==> config.mk <==
export PLATFORM = sky130hd
export DESIGN_NAME = csf_status
export DESIGN_NICKNAME = d
export VERILOG_FILES = /design/src/rtl/csf_pkg.sv /design/src/rtl/csf_sticky.sv /design/src/rtl/csf_status.sv
export VERILOG_INCLUDE_DIRS = /design/src /design/src/rtl
export SDC_FILE = /design/constraint.sdc
export NUM_CORES = 1
export LEC_CHECK = 0
export BUFFER_PORTS_ARGS = -buffer_cell sky130_fd_sc_hd__buf_2
export CORE_UTILIZATION = 40
export CTS_CLUSTER_DIAMETER = 50
export DETAILED_ROUTE_END_ITERATION = 8
export PLACE_DENSITY = 0.77
export SETUP_SLACK_MARGIN = 0.05
export SYNTH_ARGS = -nofsm -noshare
export SYNTH_HDL_FRONTEND = slang
export SYNTH_SLANG_ARGS = --single-unit
export TNS_END_PERCENT = 50
==> constraint.sdc <==
create_clock -name clock_in -period 1.4 [get_ports clock_in]
set_clock_uncertainty 0.1 [all_clocks]
set_input_delay 0.07 -clock clock_in [delete_from_list [all_inputs] [get_ports clock_in]]
set_output_delay 0.07 -clock clock_in [all_outputs]
set_load 0.02 [all_outputs]
==> src/rtl/csf_cfg.svh <==
// Reset values and fixed counts of the counter status feedback block
`ifndef CSF_CFG_SVH
`define CSF_CFG_SVH
`define CSF_FLAG_RST      1'b0
`define CSF_SYNC_RST      2'h0
`define CSF_SYNC_STAGES   2
`define CSF_ISO_BUS_STEPS 4
`endif

==> src/rtl/csf_pkg.sv <==
// Types of the counter status feedback block
package csf_pkg;
   typedef enum logic {
      CSF_CLR_IDLE   = 1'b0,
      CSF_CLR_ACTIVE = 1'b1
   } csf_clr_state_t;
   typedef enum logic {
      CSF_LD_IDLE = 1'b0,
      CSF_LD_BUSY = 1'b1
   } csf_ld_state_t;
endpackage : csf_pkg

==> src/rtl/csf_sticky.sv <==
// Sticky flag cell, set wins over clear
`timescale 1ns/10ps
`include "csf_cfg.svh"
module csf_sticky (
   // Clock and reset
   input  wire logic clock_in,
   input  wire logic rst_b_in,
   // Flag control
   input  wire logic set_in,
   input  wire logic clear_in,
   output logic      flag_out
);
   logic flag_reg;
   logic flag_next;

   always_comb begin
      flag_next = set_in | (flag_reg & ~clear_in);
   end

   always_ff @(posedge clock_in or negedge rst_b_in) begin
      if (!rst_b_in) begin
         flag_reg <= `CSF_FLAG_RST;
      end else begin
         flag_reg <= flag_next;
      end
   end

   assign flag_out = flag_reg;
endmodule : csf_sticky

==> src/rtl/csf_status.sv <==
// Status feedback and acknowledgment logic of the counter channel
`timescale 1ns/10ps
`include "csf_cfg.svh"
// Function
// - Compare-two hit flag set while output two on, held until status clear.
// - Clearing while output two still on sets the flag again at once.
// - Manual output-two level with output two disabled also sets the hit flag.
// - Auxiliary input level is reported in every mode.
// - Output one and virtual output two states are mirrored.
// - Gate open flag follows gate; load busy shows a load being processed.
// - Zero-cross flag set on zero crossing without main direction, held.
// - Upper and lower limit flags set on violation, held until status clear.
// - Sync done flag set after successful synchronization, held until cleared.
// - Load error holds while several commands asserted; cleared by correct load.
// - Isochrone mode: clear and load exchanges advance only on bus cycles.
// - Supply and output-one errors stay latched until the controller acknowledges them.
// - Parameter error cleared only by correct parameter assignment.
// - Diagnostic report only when group diagnostics enabled.
// - Ack held high or master stopped: supply and output-one errors follow their causes.
// - Status flags cleared by request and status-clear-active handshake.
module csf_status
   import csf_pkg::*;
(
   // Clock and reset
   input  wire logic clock_in,
   input  wire logic rst_b_in,
   // Control interface
   input  wire logic status_clear_request_in,
   input  wire logic error_ack_bit_in,
   input  wire logic manual_output_two_level_in,
   input  wire logic output_two_enable_in,
   input  wire logic load_compare_one_in,
   input  wire logic load_compare_two_in,
   input  wire logic load_count_direct_in,
   input  wire logic load_count_staged_in,
   input  wire logic output_param_change_in,
   // Configuration and bus state
   input  wire logic isochrone_mode_in,
   input  wire logic bus_cycle_in,
   input  wire logic master_stop_in,
   input  wire logic group_diag_enable_in,
   // Pin
   input  wire logic auxiliary_input_in,
   // Count engine events
   input  wire logic output_one_in,
   input  wire logic output_two_in,
   input  wire logic gate_open_in,
   input  wire logic no_main_dir_in,
   input  wire logic zero_cross_evt_in,
   input  wire logic upper_limit_evt_in,
   input  wire logic lower_limit_evt_in,
   input  wire logic sync_success_in,
   input  wire logic load_value_bad_in,
   input  wire logic supply_fault_in,
   input  wire logic output_one_fault_in,
   input  wire logic param_error_in,
   input  wire logic param_ok_in,
   // Feedback interface
   output logic      compare_two_hit_flag_out,
   output logic      input_level_flag_out,
   output logic      output_one_state_out,
   output logic      output_two_state_out,
   output logic      gate_open_flag_out,
   output logic      load_busy_flag_out,
   output logic      zero_cross_flag_out,
   output logic      upper_limit_flag_out,
   output logic      lower_limit_flag_out,
   output logic      sync_done_flag_out,
   output logic      status_clear_active_out,
   output logic      load_error_out,
   output logic      supply_error_out,
   output logic      output_one_error_out,
   output logic      param_error_out,
   output logic      diag_report_out,
   // Count engine command
   output logic      load_accept_out
);
   localparam int NUM_LOAD = 5;

   logic [`CSF_SYNC_STAGES-1:0] di_sync_reg;
   logic [`CSF_SYNC_STAGES-1:0] di_sync_next;
   logic [3:0]                  mirror_reg;
   logic [3:0]                  mirror_next;
   logic                        diag_reg;
   logic                        diag_next;
   logic                        accept_reg;
   logic                        accept_next;
   csf_clr_state_t              clr_state_reg;
   csf_clr_state_t              clr_state_next;
   csf_ld_state_t               ld_state_reg;
   csf_ld_state_t               ld_state_next;
   logic                        step;
   logic                        clr_lvl;
   logic                        err_clr;
   logic [NUM_LOAD-1:0]         ld_cmd;
   logic                        ld_any;
   logic                        ld_one;
   logic                        ld_multi;
   logic                        cmp2_set;

   // Isochrone exchanges advance once per bus cycle only
   assign step     = isochrone_mode_in ? bus_cycle_in : 1'b1;
   assign clr_lvl  = (clr_state_reg == CSF_CLR_ACTIVE) & status_clear_request_in;
   assign ld_cmd   = {load_compare_one_in, load_compare_two_in, load_count_direct_in,
                      load_count_staged_in, output_param_change_in};
   assign ld_any   = |ld_cmd;
   assign ld_one   = ld_any & ((ld_cmd & (ld_cmd - 5'h01)) == 5'h00);
   assign ld_multi = ld_any & ~ld_one;
   // Stop or continuous ack turns latching off
   assign err_clr  = error_ack_bit_in | master_stop_in;
   assign cmp2_set = output_two_in | (manual_output_two_level_in & ~output_two_enable_in);

   always_comb begin
      di_sync_next = {di_sync_reg[`CSF_SYNC_STAGES-2:0], auxiliary_input_in};
      mirror_next  = {di_sync_reg[`CSF_SYNC_STAGES-1], output_one_in, output_two_in,
                      gate_open_in};
      diag_next    = group_diag_enable_in &
                     (supply_error_out | output_one_error_out | param_error_out);
   end

   // Status clear handshake
   always_comb begin
      clr_state_next = clr_state_reg;
      case (clr_state_reg)
         CSF_CLR_IDLE: begin
            if (status_clear_request_in && step) begin
               clr_state_next = CSF_CLR_ACTIVE;
            end
         end
         CSF_CLR_ACTIVE: begin
            if (!status_clear_request_in && step) begin
               clr_state_next = CSF_CLR_IDLE;
            end
         end
         default: clr_state_next = CSF_CLR_IDLE;
      endcase
   end

   // Load handshake; a refused mix never reaches the busy state
   always_comb begin
      ld_state_next = ld_state_reg;
      accept_next   = 1'b0;
      case (ld_state_reg)
         CSF_LD_IDLE: begin
            if (ld_one && step && !load_value_bad_in) begin
               ld_state_next = CSF_LD_BUSY;
               accept_next   = 1'b1;
            end
         end
         CSF_LD_BUSY: begin
            if (!ld_any && step) begin
               ld_state_next = CSF_LD_IDLE;
            end
         end
         default: ld_state_next = CSF_LD_IDLE;
      endcase
   end

   always_ff @(posedge clock_in or negedge rst_b_in) begin
      if (!rst_b_in) begin
         di_sync_reg   <= `CSF_SYNC_RST;
         mirror_reg    <= 4'h0;
         diag_reg      <= `CSF_FLAG_RST;
         accept_reg    <= `CSF_FLAG_RST;
         clr_state_reg <= CSF_CLR_IDLE;
         ld_state_reg  <= CSF_LD_IDLE;
      end else begin
         di_sync_reg   <= di_sync_next;
         mirror_reg    <= mirror_next;
         diag_reg      <= diag_next;
         accept_reg    <= accept_next;
         clr_state_reg <= clr_state_next;
         ld_state_reg  <= ld_state_next;
      end
   end

   assign input_level_flag_out    = mirror_reg[3];
   assign output_one_state_out    = mirror_reg[2];
   assign output_two_state_out    = mirror_reg[1];
   assign gate_open_flag_out      = mirror_reg[0];
   assign diag_report_out         = diag_reg;
   assign load_accept_out         = accept_reg;
   assign status_clear_active_out = (clr_state_reg == CSF_CLR_ACTIVE);
   assign load_busy_flag_out      = (ld_state_reg == CSF_LD_BUSY);

   csf_sticky u_cmp2 (.clock_in(clock_in), .rst_b_in(rst_b_in), .set_in(cmp2_set),
      .clear_in(clr_lvl), .flag_out(compare_two_hit_flag_out));
   csf_sticky u_zero (.clock_in(clock_in), .rst_b_in(rst_b_in),
      .set_in(zero_cross_evt_in & no_main_dir_in), .clear_in(clr_lvl),
      .flag_out(zero_cross_flag_out));
   csf_sticky u_upper (.clock_in(clock_in), .rst_b_in(rst_b_in), .set_in(upper_limit_evt_in),
      .clear_in(clr_lvl), .flag_out(upper_limit_flag_out));
   csf_sticky u_lower (.clock_in(clock_in), .rst_b_in(rst_b_in), .set_in(lower_limit_evt_in),
      .clear_in(clr_lvl), .flag_out(lower_limit_flag_out));
   csf_sticky u_sync (.clock_in(clock_in), .rst_b_in(rst_b_in), .set_in(sync_success_in),
      .clear_in(clr_lvl), .flag_out(sync_done_flag_out));
   // Only a clean single command clears the load error
   csf_sticky u_lderr (.clock_in(clock_in), .rst_b_in(rst_b_in),
      .set_in(ld_multi | (ld_one & load_value_bad_in)), .clear_in(accept_next),
      .flag_out(load_error_out));
   csf_sticky u_supply (.clock_in(clock_in), .rst_b_in(rst_b_in), .set_in(supply_fault_in),
      .clear_in(err_clr), .flag_out(supply_error_out));
   csf_sticky u_do1err (.clock_in(clock_in), .rst_b_in(rst_b_in), .set_in(output_one_fault_in),
      .clear_in(err_clr), .flag_out(output_one_error_out));
   // Not touched by the error ack bit
   csf_sticky u_para (.clock_in(clock_in), .rst_b_in(rst_b_in), .set_in(param_error_in),
      .clear_in(param_ok_in), .flag_out(param_error_out));

   property p_cmp2_hold;
      @(posedge clock_in) disable iff (!rst_b_in)
      compare_two_hit_flag_out && !clr_lvl |=> compare_two_hit_flag_out;
   endproperty
   a_cmp2_hold: assert property (p_cmp2_hold) else $error("hit flag lost");

   property p_cmp2_reset;
      @(posedge clock_in) disable iff (!rst_b_in)
      output_two_in && clr_lvl |=> compare_two_hit_flag_out;
   endproperty
   a_cmp2_reset: assert property (p_cmp2_reset) else $error("hit flag not set again");

   property p_cmp2_manual;
      @(posedge clock_in) disable iff (!rst_b_in)
      manual_output_two_level_in && !output_two_enable_in |=> compare_two_hit_flag_out;
   endproperty
   a_cmp2_manual: assert property (p_cmp2_manual) else $error("manual level not flagged");

   property p_di_level;
      @(posedge clock_in) disable iff (!rst_b_in)
      ##1 input_level_flag_out == $past(di_sync_reg[1]);
   endproperty
   a_di_level: assert property (p_di_level) else $error("input level wrong");

   property p_mirror;
      @(posedge clock_in) disable iff (!rst_b_in)
      ##1 output_one_state_out == $past(output_one_in) &&
          output_two_state_out == $past(output_two_in);
   endproperty
   a_mirror: assert property (p_mirror) else $error("output mirror wrong");

   property p_zero;
      @(posedge clock_in) disable iff (!rst_b_in)
      zero_cross_evt_in && no_main_dir_in |=> zero_cross_flag_out;
   endproperty
   a_zero: assert property (p_zero) else $error("zero cross not flagged");

   property p_load_err;
      @(posedge clock_in) disable iff (!rst_b_in)
      ld_multi |=> load_error_out && !load_accept_out;
   endproperty
   a_load_err: assert property (p_load_err) else $error("load mix not refused");

   property p_iso;
      @(posedge clock_in) disable iff (!rst_b_in)
      isochrone_mode_in && !bus_cycle_in |=>
         $stable(status_clear_active_out) && $stable(load_busy_flag_out);
   endproperty
   a_iso: assert property (p_iso) else $error("handshake moved between bus cycles");

   property p_para;
      @(posedge clock_in) disable iff (!rst_b_in)
      param_error_out && !param_ok_in |=> param_error_out;
   endproperty
   a_para: assert property (p_para) else $error("param error dropped");

   property p_diag;
      @(posedge clock_in) disable iff (!rst_b_in)
      !group_diag_enable_in |=> !diag_report_out;
   endproperty
   a_diag: assert property (p_diag) else $error("diag without enable");

   property p_err_cont;
      @(posedge clock_in) disable iff (!rst_b_in)
      error_ack_bit_in || master_stop_in |=> supply_error_out == $past(supply_fault_in);
   endproperty
   a_err_cont: assert property (p_err_cont) else $error("error not transparent");

   property p_clear;
      @(posedge clock_in) disable iff (!rst_b_in)
      clr_lvl && !upper_limit_evt_in |=> !upper_limit_flag_out ##0 status_clear_active_out;
   endproperty
   a_clear: assert property (p_clear) else $error("flag not cleared");
endmodule : csf_status

==> results.ini, run 1 <==
[detailed_routing]
route.detailed.drc = 0
drt_iter0_drc = 5
detail_route.wl_per_cell_um = 12.7
via_count = 741
vias_per_cell = 4.88
antenna_left = 0
routed_wl_mm = 1.93
detailedRoute.firstPassIterationCount = 4

[clock_network]
postCtsSetupBuffers = 0
clkTransAtPathRegs_ns = 0.09
clock-sinks = 19
insertion_delay_ns = 0.29
htreeDepth = 1
cts_tree = yes
root_buffer = clkbuf_4
clockBufferDepth = 2
cts-buffers-inserted = 3

[global_routing]
grt_pass1_wl_mm = 2.85
gr-total-overflow = 0
grt_usage = 0.193
grt_start_max_net_pins = 20
use_met1 = 0.210
grt-busiest-layer = met2
gr-usage-met3 = 0.0157
grt_util_met2 = 0.363
grt_pass1_vias = 704
antenna_found_initial = 0

[sta]
rsz0062_at_grt = true
finalHoldViolCount = 0
drv_slew = 0
worst_pin_slew_ns = 0.413
relSlewSlack = 0.717
min_period_over_period = 0.956
fmax_mhz = 747
min_period_ns = 1.34
setup_violations = 0
tns_ns = 0

[place]
routabilityCongestion = 0.655
hpwl_mm = 1.16
io_buffers = 45
dpl_cell_area_um2 = 1020
placedCellCount = 128

[flow_run]
timing.max_cap.violations = 0

[layout]
areaGrowthSynthToFinish_pct = 59.9
largest_reg_flops = 4
fin_cells = 152
fin_util = 0.700
nNetsFinal = 157
drive_gt1_frac = 0.409
final_area_um2 = 1250
antenna_cells = 0
fillCellCount = 127

[setup_path]
endpoint_kind = flop
r2r-start = u_supply.flag_out
slowest_stage = dlygate4sd3_1
r2r_cells = 2
critPathKind = in -> reg
setup.worst_path.start_class = primary input
path_max_fanout = 1
cpMostUsedCell = dlygate4sd3_1
worst_ep_arrival_time_ns = 1.41
reg2reg_to = u_supply.flag_out
rrSetupSlack_ns = 0.08
critical_path.cell_chain = dlygate4sd3_1, buf_2, a21o_1, dlygate4sd3_1
cpPeakStageDelay_ns = 0.55
cp_data_required_time_ns = 1.47

[hold_path]
whs_path_depth = 3
min_path_type = in -> reg
worstHoldEndpoint = u_do1err.flag_out
hp-start = master_stop_in

[synthesis]
syn_avg_cell_area_um2 = 13.0
synth.distinct_cells = 25
ys_ff_latch = 19
synth_flop_cell = dfrtp_1
synth_nets = 89
postSynthCellCount = 60
yosysSeqAreaShare = 0.609
synth-edff-count = 0
yosys_warnings = 0
async_flop_share = 1.00
netlist_area_um2 = 781

[floorplan]
die_h_um = 46.2
die_w_um = 46.2
io_pins = 46
dieArea_um2 = 2130
core_um2 = 1780
row_count = 15
initial_core_util = 0.438

[run_status]
status = finished, final reports clean

[pwr]
p_per_area_nw_per_um2 = 897
cellLeakagePower_uw = 0.000600
ir_worst_vdd_v = 0.000459

## worst max path at each step
stage	slack (ns)	start	depth (start not counted)	endpoint
2_1_floorplan	0.15	output_param_change_in	4	u_lderr.flag_out
3_3_place_gp	0.12	output_param_change_in	4	u_lderr.flag_out
5_1_grt	0.04	param_error_in	4	u_para.flag_out
6_report	0.06	supply_fault_in	4	u_supply.flag_out
3_5_place_dp	0.1	load_compare_two_in	4	u_lderr.flag_out
4_1_cts	0.08	u_para.flag_out	2	u_para.flag_out
## cell usage after synthesis (all sizes together), types with 2 or more instances
library cell	instances	share of area
a2111oi	3	0.034
maj3	2	0.027
nand2	2	0.0096
a221o	2	0.026
nor2	2	0.0096
or3	2	0.016
dfrtp	19	0.61
o31a	2	0.022
nor4	2	0.024
a21o	6	0.058
nor2b	2	0.016
inv	4	0.019
buf	2	0.021
nor3b	2	0.019
## cells in the final DEF, fill, tap and decap left out, drive strengths merged, types with 3 or more instances in the layout
cell and n:
clkbuf 3, inv 4, buf 45, dfrtp 19, dlygate4sd3 20, a2111oi 3, a21o 6
## worst max-delay path, delay by kind of cell
| kind | cells | cell delay, ns |
|---|---|---|
| buf+inv | 3 | 1.20 |
| compound gates | 1 | 0.14 |
## final cells by class
| cell class | count | area, um2 | area share |
|---|---|---|---|
| timing repair buffer | 65 | 425 | 0.341 |
| multi-input combinational | 35 | 274 | 0.219 |
| sequential | 19 | 475 | 0.381 |
| inverter | 4 | 15.0 | 0.0120 |
| tap | 25 | 31.3 | 0.0251 |
| clock buffer | 3 | 22.5 | 0.0180 |
| clock inverter | 1 | 5.00 | 0.00401 |
## power by group
| part | total (uW) | leakage, uW | internal [uW] | switching, uW |
|---|---|---|---|---|
| Clock | 258 | 0.0000177 | 106 | 152 |
| Combinational | 256 | 0.000369 | 128 | 129 |
| Sequential | 606 | 0.000214 | 585 | 21.1 |
| Total | 1120 | 0.000600 | 819 | 301 |
## cell families (layout without fill, tap and decap cells)
logic type | Yosys count | in the layout | share of synthesized area
compound gates | 17 | 17 | 0.189
xor+xnor | 1 | 1 | 0.0112
fa+ha+maj | 2 | 2 | 0.0272
buf+inv | 6 | 73 | 0.0401
flops | 19 | 19 | 0.609
mux | 1 | 1 | 0.0144
simple gates | 14 | 14 | 0.109
## stage by stage
step | total power [uW] | hold WS (ns) | worst slack [ns]
detailed placement | 824 | -0.0839 | 0.0997
finish | 1120 | 0.0234 | 0.0619
CTS | 1130 | 0.0647 | 0.0780
floorplan | 725 | -0.326 | 0.148
global route | 1170 | 0.0270 | 0.0405
global placement | 817 | -0.0839 | 0.124
## per-layer routing
metal | vias to the layer above | share of wire | routed length (um)
met5 | - | 0 | 0
met4 | 0 | 0.0098 | 19
met3 | 2 | 0.079 | 153
met2 | 38 | 0.49 | 941
met1 | 339 | 0.42 | 818
li1 | 362 | - | -
## repair_timing
| item | CTS | global route |
|---|---|---|
| setup endpoints to repair | 0 | 2 |
| hold endpoints to repair | 35 | 0 |
| resized for setup | 0 | 0 |
| hold buffers | 21 | 0 |
Note: power is estimated with default switching activity, not from simulation.
==> run 2, diff against run 1 <==
--- a/config.mk
+++ b/config.mk
@@ -7,6 +7,7 @@
 export NUM_CORES = 1
 export LEC_CHECK = 0
 export BUFFER_PORTS_ARGS = -buffer_cell sky130_fd_sc_hd__buf_2
+export CORE_MARGIN = 1.5
 export CORE_UTILIZATION = 40
 export CTS_CLUSTER_DIAMETER = 50
 export DETAILED_ROUTE_END_ITERATION = 8
==> constraint.sdc (replaced) <==
create_clock -name clock_in -period 1.4 [get_ports clock_in]
set_clock_uncertainty 0.1 [all_clocks]
set_input_delay 0.21 -clock clock_in [delete_from_list [all_inputs] [get_ports clock_in]]
set_output_delay 0.21 -clock clock_in [all_outputs]
set_load 0.02 [all_outputs]
==> run 2 against run 1 <==
Sequential cell count stayed put. Utilization fell by 5.5 points. Critical endpoint is now load_busy_flag_out. Largest power group unchanged. Cell area down 7.8%. Clock-buffer cell count rose by 1.
==> results.ini, run 2 (synthesis gave the netlist of run 1 again) <==
[run_status]
status = finished, final reports clean

[floorplan]
die_w_um = 47.2
die_h_um = 47.2
row_count = 15
dieArea_um2 = 2230
core_um2 = 1780
io_pins = 46
initial_core_util = 0.438

[sta]
worst_pin_slew_ns = 0.413
min_period_over_period = 0.880
setup_violations = 0
min_period_ns = 1.23
fin_hold_ws_ns = 0.0115
finalHoldViolCount = 0
fmax_mhz = 812
relSlewSlack = 0.718
drv_slew = 0
tns_ns = 0
rsz0062_at_grt = false

[pwr]
swShare = 0.262
p_switching_uw = 286
pwr-share-seq = 0.554
cellLeakagePower_uw = 0.000564
combinationalPowerShare = 0.213
power_frac_clock = 0.233
p_int_uw = 806
ir_worst_vdd_v = 0.000680
p_per_area_nw_per_um2 = 948

[layout]
largest_reg_flops = 4
drive_gt1_frac = 0.466
antenna_cells = 0
fin_util = 0.646
layout_common_cells = buf_2, dfrtp_1, dlygate4sd3_1
final_common_cell = buf_2
fillCellCount = 165
nNetsFinal = 148
areaGrowthSynthToFinish_pct = 47.4

[setup_path]
endpoint_kind = primary output
critPathKind = reg -> out
r2r-start = load_busy_flag_out
path_delay_family = flip-flops
r2r_cells = 2
reg2reg_to = u_lderr.flag_out
critical_path.cell_chain = buf_2
cp.buffers_inverters = 1
cpPeakStageDelay_ns = 0.44
cp_data_required_time_ns = 1.09
setup.worst_path.start_class = flop
path_max_fanout = 6
slowest_stage = dfrtp_1
worst_ep_arrival_time_ns = 0.92
rrSetupSlack_ns = 0.22

[hold_path]
min_path_type = in -> reg
whs_path_depth = 2
hp-start = output_one_fault_in
worstHoldEndpoint = u_do1err.flag_out

[detailed_routing]
detail_route.wl_per_cell_um = 11.9
drt_iter0_drc = 6
detailedRoute.firstPassIterationCount = 4
via_count = 709
route.detailed.drc = 0
antenna_left = 0
vias_per_cell = 4.96
routed_wl_mm = 1.70

[global_routing]
gr-total-overflow = 0
grt_pass1_vias = 664
grt_usage = 0.173
grt_pass1_wl_mm = 2.69
antenna_found_initial = 0
grt_start_max_net_pins = 20

[clock_network]
cts_tree = yes
htreeDepth = 1
clock-sinks = 19
cts-buffers-inserted = 3
root_buffer = clkbuf_4
clkTransAtPathRegs_ns = 0.10
clockBufferDepth = 2
postCtsSetupBuffers = 0
insertion_delay_ns = 0.28

[place]
io_buffers = 45
hpwl_mm = 1.31
routabilityCongestion = 0.702

[flow_run]
timing.max_cap.violations = 0

==> run 2: cell types whose count changed in the layout (fill, tap and decap cells not counted) <==
cell,delta
dlygate4sd3_1,-12
buf_4,+3
clkbuf_1,+1
clkinv_2,-1
maj3_1,-1
maj3_2,+1
==> run 2: what timing repair did <==
item	4_1_cts	5_1_grt
endpoints found under the hold margin	26	0
hold buffers	8	0
gates resized for setup	0	0
==> run 2: power by group through the flow <==
stage | Combinational, uW | Clock [uW] | Sequential [uW]
finish | 232 | 255 | 605
global route | 256 | 287 | 610
CTS | 234 | 269 | 604
detailed placement | 216 | 0 | 615
global placement | 211 | 0 | 614
floorplan | 68.9 | 0 | 658
==> run 2: worst max path at each step <==
stage	startpoint	end	slack (ns)	depth (start not counted)
3_5_place_dp	load_count_staged_in	u_lderr.flag_out	-0.04	4
6_report	load_busy_flag_out	load_busy_flag_out	0.17	1
3_3_place_gp	load_count_staged_in	load_accept_out	0.002	4
2_1_floorplan	output_param_change_in	u_lderr.flag_out	0.05	4
5_1_grt	load_busy_flag_out	load_busy_flag_out	0.12	1
4_1_cts	load_busy_flag_out	load_busy_flag_out	0.17	1
==> run 2: layout make-up <==
cell class / count / area, um2 / area share
well taps: 25 / 31.3 / 0.0272
clock buffers: 4 / 26.3 / 0.0228
repair buffers: 56 / 328 / 0.285
flip-flops and latches: 19 / 475 / 0.413
inverters: 4 / 15.0 / 0.0130
multi-input cells: 35 / 275 / 0.239
==> run 2: metrics by stage <==
stage / instance area (um2) / std cells / power [uW] / setup slack [ns]
6_report: 1150 / 143 / 1090 / 0.168
5_1_grt: 1150 / 143 / 1150 / 0.117
4_1_cts: 1150 / 143 / 1110 / 0.168
3_5_place_dp: 1040 / 131 / 832 / -0.0414
3_3_place_gp: 1040 / 131 / 825 / 0.00219
2_1_floorplan: 788 / 60 / 727 / 0.0550
==> run 2: layer usage <==
metal,up-vias,wire (um),GRT usage
met3,2,78,0.0346
li1,344,-,-
met1,338,667,0.216
met5,-,0,0
met4,0,10,0.0667
met2,25,947,0.296
